[src/hdl/ads_regs.svh]
`ifndef ADS_REGS_SVH
`define ADS_REGS_SVH
`define ADS_CLK_NS 10
`define ADS_TICK_NS 1000
`define ADS_SS_US 8200
`define ADS_TRANS_US 60
`define ADS_DG_US 4
`define ADS_WAKE_PERIODS 3
`define ADS_UV_RETRIES 3
`define ADS_CNT_W 24
`define ADS_DIV_W 8
`define ADS_DG_W 4
`define ADS_RAMP_W 8
`define ADS_ADDR_W 8
`define ADS_REG_CTRL 8'h00
`define ADS_REG_STATUS 8'h04
`define ADS_CTRL_KEEP5V_BIT 0
`define ADS_CTRL_KEEP5V_RESET 1'b0
`endif

[src/hdl/ads_pkg.sv]
`default_nettype none
`include "ads_regs.svh"
package ads_pkg;
	typedef enum logic [2:0] {
		ADS_INIT = 3'h0,
		ADS_RAMP = 3'h1,
		ADS_SLEEP = 3'h3,
		ADS_WAKE = 3'h2,
		ADS_ACTIVE = 3'h6,
		ADS_SUSDLY = 3'h7,
		ADS_UVOFF = 3'h5,
		ADS_LATCH = 3'h4
	} ads_state_e;
	typedef enum logic [1:0] {
		ADS_CMD_ACTIVE = 2'h0,
		ADS_CMD_SUSPEND = 2'h1,
		ADS_CMD_SOFTOFF = 2'h2,
		ADS_CMD_INVALID = 2'h3
	} ads_cmd_e;
	typedef logic [`ADS_CNT_W-1:0] ads_cnt_t;
	typedef struct packed {
		ads_state_e st;
		logic softoff;
		logic booted;
		ads_cnt_t cnt;
		logic [`ADS_DIV_W-1:0] div;
		logic [1:0] pair;
		logic [`ADS_DG_W-1:0] dg;
		logic [1:0] retries;
		logic latched;
		logic keep5v;
		logic [31:0] rdata;
	} ads_seq_s;
endpackage : ads_pkg
`default_nettype wire

[src/hdl/ads_sync.sv]
`default_nettype none
module ads_sync #(
	parameter int N = 4
) (
	// clock and reset
	input wire logic clk,
	input wire logic rst,
	// pins in, filtered levels out
	input wire logic [N-1:0] raw,
	output logic [N-1:0] level
);
	typedef struct packed {
		logic [N-1:0] s1;
		logic [N-1:0] s2;
		logic [N-1:0] s3;
		logic [N-1:0] lvl;
	} ads_sync_s;
	ads_sync_s q, d;
	logic [N-1:0] agree;
	always_comb
	begin
		agree = ~(q.s2 ^ q.s3);
		d.s1 = raw;
		d.s2 = q.s1;
		d.s3 = q.s2;
		// only s2 and s3 are compared; s1 may still be metastable
		d.lvl = (q.lvl & ~agree) | (q.s3 & agree);
	end
	always_ff @(posedge clk or posedge rst)
	begin
		if (rst)
			q <= '0;
		else
			q <= d;
	end
	assign level = q.lvl;
endmodule : ads_sync
`default_nettype wire

[src/hdl/ads_sequencer.sv]
`default_nettype none
`include "ads_regs.svh"
module ads_sequencer
	import ads_pkg::*;
#(
	parameter int TICK_CYCLES = `ADS_TICK_NS / `ADS_CLK_NS,
	parameter int SS_TICKS = `ADS_SS_US * 1000 / `ADS_TICK_NS,
	parameter int TRANS_TICKS = `ADS_TRANS_US * 1000 / `ADS_TICK_NS,
	parameter int DG_TICKS = `ADS_DG_US * 1000 / `ADS_TICK_NS
) (
	// clock and power-on reset
	input wire logic clk,
	input wire logic rst,
	// sleep-state pins from the chipset
	input wire logic suspend_request_n,
	input wire logic softoff_request_n,
	// analogue comparators
	input wire logic twelve_volt_ok,
	input wire logic aux_rail_uv,
	// register port
	input wire logic [`ADS_ADDR_W-1:0] reg_addr,
	input wire logic [31:0] reg_wdata,
	input wire logic reg_wr,
	input wire logic reg_rd,
	output logic [31:0] reg_rdata,
	// nfet gate, open drain
	output logic nfet_gate_release_o,
	output logic nfet_gate_release_oe,
	// pfet gate
	output logic pfet_gate_drive_o,
	output logic pfet_gate_drive_oe,
	output logic pfet_soft_sink,
	// auxiliary linear regulator
	output logic aux_ldo_enable,
	output logic aux_ldo_standby,
	output logic [`ADS_RAMP_W-1:0] aux_ldo_ref
);
	localparam ads_cnt_t SS_N = `ADS_CNT_W'(SS_TICKS);
	localparam ads_cnt_t WAKE_N = `ADS_CNT_W'(`ADS_WAKE_PERIODS * SS_TICKS);
	localparam ads_cnt_t TRANS_N = `ADS_CNT_W'(TRANS_TICKS);
	localparam logic [`ADS_DG_W-1:0] DG_N = `ADS_DG_W'(DG_TICKS);
	localparam logic [`ADS_DIV_W-1:0] DIV_N = `ADS_DIV_W'(TICK_CYCLES);
	localparam logic [1:0] RETRY_N = 2'(`ADS_UV_RETRIES);

	function automatic ads_cmd_e ads_decode(input logic [1:0] p);
		// p = {soft-off_n, suspend_n}
		unique case (p)
			2'b11: ads_decode = ADS_CMD_ACTIVE;
			2'b10: ads_decode = ADS_CMD_SUSPEND;
			2'b00: ads_decode = ADS_CMD_SOFTOFF;
			2'b01: ads_decode = ADS_CMD_INVALID;
		endcase
	endfunction : ads_decode

	function automatic logic [`ADS_RAMP_W-1:0] ads_ramp(input ads_cnt_t c);
		logic [`ADS_CNT_W+`ADS_RAMP_W-1:0] prod;
		prod = {c, {`ADS_RAMP_W{1'b0}}} / (`ADS_CNT_W+`ADS_RAMP_W)'(SS_TICKS);
		ads_ramp = prod[`ADS_RAMP_W-1:0];
	endfunction : ads_ramp

	ads_seq_s q, d;
	logic [3:0] sync_lvl;
	logic tick;
	logic twelve_s;
	logic uv_s;
	ads_cmd_e cmd;
	logic five_on;

	ads_sync #(
		.N(4)
	) u_sync (
		.clk(clk),
		.rst(rst),
		.raw({aux_rail_uv, twelve_volt_ok, softoff_request_n, suspend_request_n}),
		.level(sync_lvl)
	);

	assign twelve_s = sync_lvl[2];
	assign uv_s = sync_lvl[3];
	assign tick = (q.div == DIV_N - 1'b1);
	assign cmd = ads_decode(q.pair);

	function automatic logic ads_done(input ads_cnt_t c, input ads_cnt_t lim, input logic t);
		ads_done = t && (c == lim - 1'b1);
	endfunction : ads_done

	always_comb
	begin
		d = q;
		d.div = tick ? '0 : q.div + 1'b1;
		d.cnt = tick ? q.cnt + 1'b1 : q.cnt;
		// short pulses restart the stability count
		if (sync_lvl[1:0] == q.pair)
			d.dg = '0;
		else if (tick && q.dg == DG_N - 1'b1)
		begin
			d.pair = sync_lvl[1:0];
			d.dg = '0;
		end
		else if (tick)
			d.dg = q.dg + 1'b1;
		unique case (q.st)
			ADS_INIT:
				if (ads_done(q.cnt, SS_N, tick))
				begin
					d.st = ADS_RAMP;
					d.cnt = '0;
				end
			ADS_RAMP:
				if (ads_done(q.cnt, SS_N, tick))
				begin
					d.st = ADS_SLEEP;
					d.cnt = '0;
					d.booted = 1'b1;
					if (!q.booted && cmd == ADS_CMD_SUSPEND)
						d.softoff = 1'b0;
					else if (cmd == ADS_CMD_SOFTOFF)
						d.softoff = 1'b1;
				end
			ADS_SLEEP:
			begin
				d.cnt = '0;
				if (uv_s && q.booted)
				begin
					if (q.retries == RETRY_N)
					begin
						d.st = ADS_LATCH;
						d.latched = 1'b1;
					end
					else
					begin
						d.st = ADS_UVOFF;
						d.retries = q.retries + 1'b1;
					end
				end
				else if (cmd == ADS_CMD_ACTIVE)
					d.st = ADS_WAKE;
				else if (cmd == ADS_CMD_SOFTOFF)
					d.softoff = 1'b1;
				// suspend while in soft-off and invalid codes change nothing
			end
			ADS_WAKE:
			begin
				if (cmd == ADS_CMD_SOFTOFF || (cmd == ADS_CMD_SUSPEND && !q.softoff))
				begin
					d.st = ADS_SLEEP;
					d.cnt = '0;
					if (cmd == ADS_CMD_SOFTOFF)
						d.softoff = 1'b1;
				end
				else if (!twelve_s)
					d.cnt = '0;
				else if (ads_done(q.cnt, WAKE_N, tick))
				begin
					d.st = ADS_ACTIVE;
					d.cnt = '0;
				end
			end
			ADS_ACTIVE:
			begin
				d.cnt = '0;
				if (cmd == ADS_CMD_SOFTOFF)
				begin
					d.st = ADS_SLEEP;
					d.softoff = 1'b1;
				end
				else if (cmd == ADS_CMD_SUSPEND)
					d.st = ADS_SUSDLY;
			end
			ADS_SUSDLY:
				if (cmd == ADS_CMD_SOFTOFF)
				begin
					d.st = ADS_SLEEP;
					d.softoff = 1'b1;
					d.cnt = '0;
				end
				else if (cmd == ADS_CMD_ACTIVE)
				begin
					d.st = ADS_ACTIVE;
					d.cnt = '0;
				end
				else if (cmd == ADS_CMD_SUSPEND && ads_done(q.cnt, TRANS_N, tick))
				begin
					d.st = ADS_SLEEP;
					d.softoff = 1'b0;
					d.cnt = '0;
				end
			ADS_UVOFF:
				if (ads_done(q.cnt, SS_N, tick))
				begin
					d.st = ADS_RAMP;
					d.cnt = '0;
				end
			ADS_LATCH:
				d.cnt = '0;
		endcase
		if (reg_wr && reg_addr == `ADS_REG_CTRL)
			d.keep5v = reg_wdata[`ADS_CTRL_KEEP5V_BIT];
		d.rdata = '0;
		if (reg_rd && reg_addr == `ADS_REG_CTRL)
			d.rdata[`ADS_CTRL_KEEP5V_BIT] = q.keep5v;
		else if (reg_rd && reg_addr == `ADS_REG_STATUS)
			d.rdata[9:0] = {q.pair, twelve_s, q.latched, q.retries, q.softoff, q.st};
	end

	always_ff @(posedge clk or posedge rst)
	begin
		// rst is the standby supply monitor; all state restarts on it
		if (rst)
		begin
			q <= '0;
			q.st <= ADS_INIT;
			q.softoff <= 1'b1;
			q.keep5v <= `ADS_CTRL_KEEP5V_RESET;
		end
		else
			q <= d;
	end

	// 5 V dual rail stays on in suspend, or in soft-off with the option
	assign five_on = !q.softoff || q.keep5v;

	always_comb
	begin
		nfet_gate_release_o = 1'b0;
		nfet_gate_release_oe = 1'b1;
		pfet_gate_drive_o = 1'b1;
		pfet_gate_drive_oe = 1'b1;
		pfet_soft_sink = 1'b0;
		aux_ldo_enable = 1'b0;
		aux_ldo_standby = 1'b0;
		aux_ldo_ref = '0;
		unique case (q.st)
			ADS_INIT, ADS_UVOFF, ADS_LATCH:
				aux_ldo_enable = 1'b0;
			ADS_RAMP:
			begin
				aux_ldo_enable = 1'b1;
				aux_ldo_ref = ads_ramp(q.cnt);
				if (five_on)
				begin
					pfet_gate_drive_oe = 1'b0;
					pfet_soft_sink = 1'b1;
				end
			end
			ADS_SLEEP, ADS_WAKE:
			begin
				aux_ldo_enable = 1'b1;
				aux_ldo_ref = '1;
				pfet_gate_drive_o = !five_on;
			end
			ADS_ACTIVE, ADS_SUSDLY:
			begin
				// gate released: the 12 V pull-up turns the pass devices on
				nfet_gate_release_oe = 1'b0;
				aux_ldo_standby = 1'b1;
			end
		endcase
	end

	assign reg_rdata = q.rdata;
endmodule : ads_sequencer
`default_nettype wire

[config.mk]
export PLATFORM = sky130hd
export DESIGN_NAME = ads_sequencer
export DESIGN_NICKNAME = d
export VERILOG_FILES = /design/src/hdl/ads_pkg.sv /design/src/hdl/ads_sync.sv /design/src/hdl/ads_sequencer.sv
export VERILOG_INCLUDE_DIRS = /design/src /design/src/hdl
export SDC_FILE = /design/constraint.sdc
export NUM_CORES = 1
export LEC_CHECK = 0
export ABC_AREA = 1
export BUFFER_PORTS_ARGS = -buffer_cell sky130_fd_sc_hd__buf_2
export CORE_ASPECT_RATIO = 0.9
export CORE_MARGIN = 1.5
export CORE_UTILIZATION = 52
export CTS_CLUSTER_DIAMETER = 100
export CTS_CLUSTER_SIZE = 24
export DETAILED_ROUTE_END_ITERATION = 6
export PLACE_DENSITY = 0.7
export SYNTH_ARGS = -nofsm -noshare
export SYNTH_HDL_FRONTEND = slang
export SYNTH_SLANG_ARGS = --single-unit
[constraint.sdc]
create_clock -name clk -period 33.8 [get_ports clk]
set_input_delay 3.38 -clock clk [delete_from_list [all_inputs] [get_ports clk]]
set_output_delay 3.38 -clock clk [all_outputs]
set_load 0.02 [all_outputs]
==> impl_metrics.py <==
metrics = {
    "synth": {
        "synthTopCellsByArea": "nand2_1 13%, dfrtp_1 13%, nand2_4 9.4%",
        "synthTopCellsByCount": "493 x nand2_1, 234 x inv_1, 214 x nand3_1",
        "yosysMostFrequentCell": "nand2_1",
        "ys_ff_latch": 73,
        "ys_types": 70,
        "synth.avg_cell_area_um2": 6.633,
        "yosysTopAreaCell": "nand2_1",
        "yosysWarnings": 0,
        "synth_top_area_share_pct": 13.12,
        "synth-async-reset-ratio_pct": 100.0,
        "synth_edf_count": 0,
        "ys.flop_type": "dfrtp_1",
        "syn_area_um2": 14110,
        "synth_seq_area_share_pct": 12.96,
        "netlist_instances": 2127,
    },
    "routing": {
        "drtIter0Drc": 745,
        "post-route-drc-count": 0,
        "vias": 12930,
        "ant_nets": 0,
        "first_pass_iters": 5,
        "wl_per_cell_um": 12.65,
        "via_per_inst": 5.200,
        "drt_wl_total_um": 31440,
    },
    "timing": {
        "fmax_mhz": 44.61,
        "slew_viol_final": 0,
        "worst_clock_skew_ns": 0.005312,
        "setup_tns_ns": 0,
        "fin_ws_ns": 11.38,
        "rsz0062_at_grt": "no",
        "relSlewSlack_pct": 21.36,
        "post-route-min-period_ns": 22.42,
        "hold_ws_ns": 0.3404,
        "finalCritPeriodShare_pct": 66.32,
        "setup_viol": 0,
        "tightest_slew_ns": 1.178,
        "timing.final.hold_violations": 0,
    },
    "clock_network": {
        "post-cts-setup-buffer-count": 0,
        "cts_sinks": 73,
        "insertion_delay_ns": 0.35,
        "cts-hold-fix-buffers": 0,
        "cts_buffers": 9,
        "cts_buffer_depth": 2,
        "clk_pin_slew_ns": 0.06,
        "cts-root-buf": "clkbuf_16",
        "ctsResizeCount": 0,
        "cts_tree": "built",
        "cts_max_level": 3,
    },
    "critical_path": {
        "cp.arrival_ns": 19.04,
        "crit_top_cell": "nand2_2",
        "start_kind": "flop",
        "crit_type": "reg -> out",
        "worstPathRequired_ns": 30.42,
        "path_max_fanout": 23,
        "critical_path.max_stage_delay_ns": 0.91,
        "worst_path_max_delay_cell": "nor2_2",
        "critPathBufInv": 9,
        "cp_top_family": "simple AND/OR/NAND/NOR gates",
        "critPathCaptureType": "output port",
    },
    "global_routing": {
        "grt_pass1_vias": 11800,
        "antenna_found_initial": 0,
        "grt_start_max_net_pins": 74,
        "grtUsageTotal_pct": 22.66,
        "grt_overflow": 0,
        "grt_pass1_wl_um": 54390,
    },
    "placed_design": {
        "io_buffers": 40,
        "dpl.hpwl_um": 25850,
        "gp_congestion": 0.9226,
        "pre_cts_ws_ns": 11.78,
    },
    "floorplanning": {
        "num_rows": 57,
        "start_util_pct": 52.61,
        "die_x_um": 176.6,
        "core_area_um2": 26820,
        "io-pin-count": 95,
        "dieArea_um2": 28130,
        "fp.dieH_um": 159.3,
    },
    "power": {
        "p_leak_nw": 8.314,
        "fin_total_pwr_mw": 0.1983,
        "powerDensity_nw_per_um2": 13.76,
        "vdd_drop_max_uv": 33.27,
    },
    "finish": {
        "layout.nets": 2192,
        "diodes": 0,
        "syn_to_final_growth_pct": 2.155,
        "drive_gt1_share_pct": 28.85,
    },
    "job": {
        "max_cap_violations": 0,
    },
    "run_status": {
        "status": "completed",
    },
    "worst_hold_path": {
        "min_path_type": "reg -> reg",
    },
}
==> worst register-to-register path, stage by stage (launching register included) <==
cell     delay [ns]
dfrtp_1        0.37
ha_1           0.18
inv_1          0.05
or2_2          0.29
nor3_1         0.17
nand3_1        0.47
inv_1          0.63
nand2_1        0.17
nor3_1         0.22
inv_1          0.10
nor4_1         0.47
nand3_1        0.21
nor2_1         0.17
xor2_1         0.15
nand2_1        0.06
inv_1          0.05
==> metrics by stage <==
step / area [um2] / utilization, % / instances
3_5_place_dp: 14090 / 52.56 / 2471
2_1_floorplan: 14190 / - / 2149
6_report: 14410 / 53.75 / 2486
3_3_place_gp: 14090 / 52.56 / 2471
4_1_cts: 14410 / 53.75 / 2486
5_1_grt: 14410 / 53.75 / 2486
==> report_power, final <==
group	internal [mW]	leakage [nW]	switching (mW)	total [mW]
sequential	0.0887	0.960	0.000782	0.0895
combinational	0.00135	7.20	0.00484	0.00620
clock	0.0660	0.151	0.0366	0.103
==> layer usage <==
metal  global-route usage (%)  routed length (um)  vias up
met5                        0                   0        -
met3                    2.674                1199       36
met1                    32.05               15420     5946
met4                    4.584                 402        0
li1                         -                   -     6704
met2                    37.01               14420      241
==> path summary, 6_finish.rpt <==
kind                        startpoint              to  slack (ns)  cells after the start
max in group asynchronous          rst           q[57]       29.90                      3
setup reg to reg                 q[42]           q[69]       29.97                     15
hold / removal             u_sync.d[9]     u_sync.d[5]        0.34                      0
min in group asynchronous          rst    u_sync.d[11]        3.29                      3
setup / recovery                 q[65]  aux_ldo_ref[0]       11.38                    114
hold reg to reg            u_sync.d[9]     u_sync.d[5]        0.34                      0
==> cell families (layout without fill, tap and decap cells) <==
family                   Yosys count  count (layout)  synth area share (%)
other                              1              23               0.02658
AND/OR/NAND/NOR                 1436            1436                 59.29
buffers and inverters            375             358                 13.96
adder cells (fa/ha/maj)           20              20                 1.703
flip-flops                        73              73                 12.96
AO/OA/AOI/OAI                    140             140                 6.713
XOR/XNOR                          82              82                 5.356
==> layout make-up <==
cell class                 instances  area [um2]
clock inverter                     5       80.08
tap                              354       442.9
timing repair buffer              42       215.2
inverter                         301        1214
multi-input combinational       1701       10390
clock buffer                      10       239.0
fill                            2759       12400
sequential                        73        1828
==> flip-flops by register name (all words and copies together), names as in the netlist, named ones only <==
register,cells
q,47
u_sync.d,8
reg_rdata,10
u_sync.q,4
==> placed cells by master, fill, tap and decap left out, types with 41 or more instances in the layout <==
cell type	count
nand3_1	214
dfrtp_1	72
nor2_1	163
nand2_4	118
nor2_2	65
nand2_2	167
nand3_2	41
nand4_1	62
o21ai_0	42
inv_1	233
xor2_1	66
nand2_1	493
No activity file was read; power rests on OpenSTA's default activity.
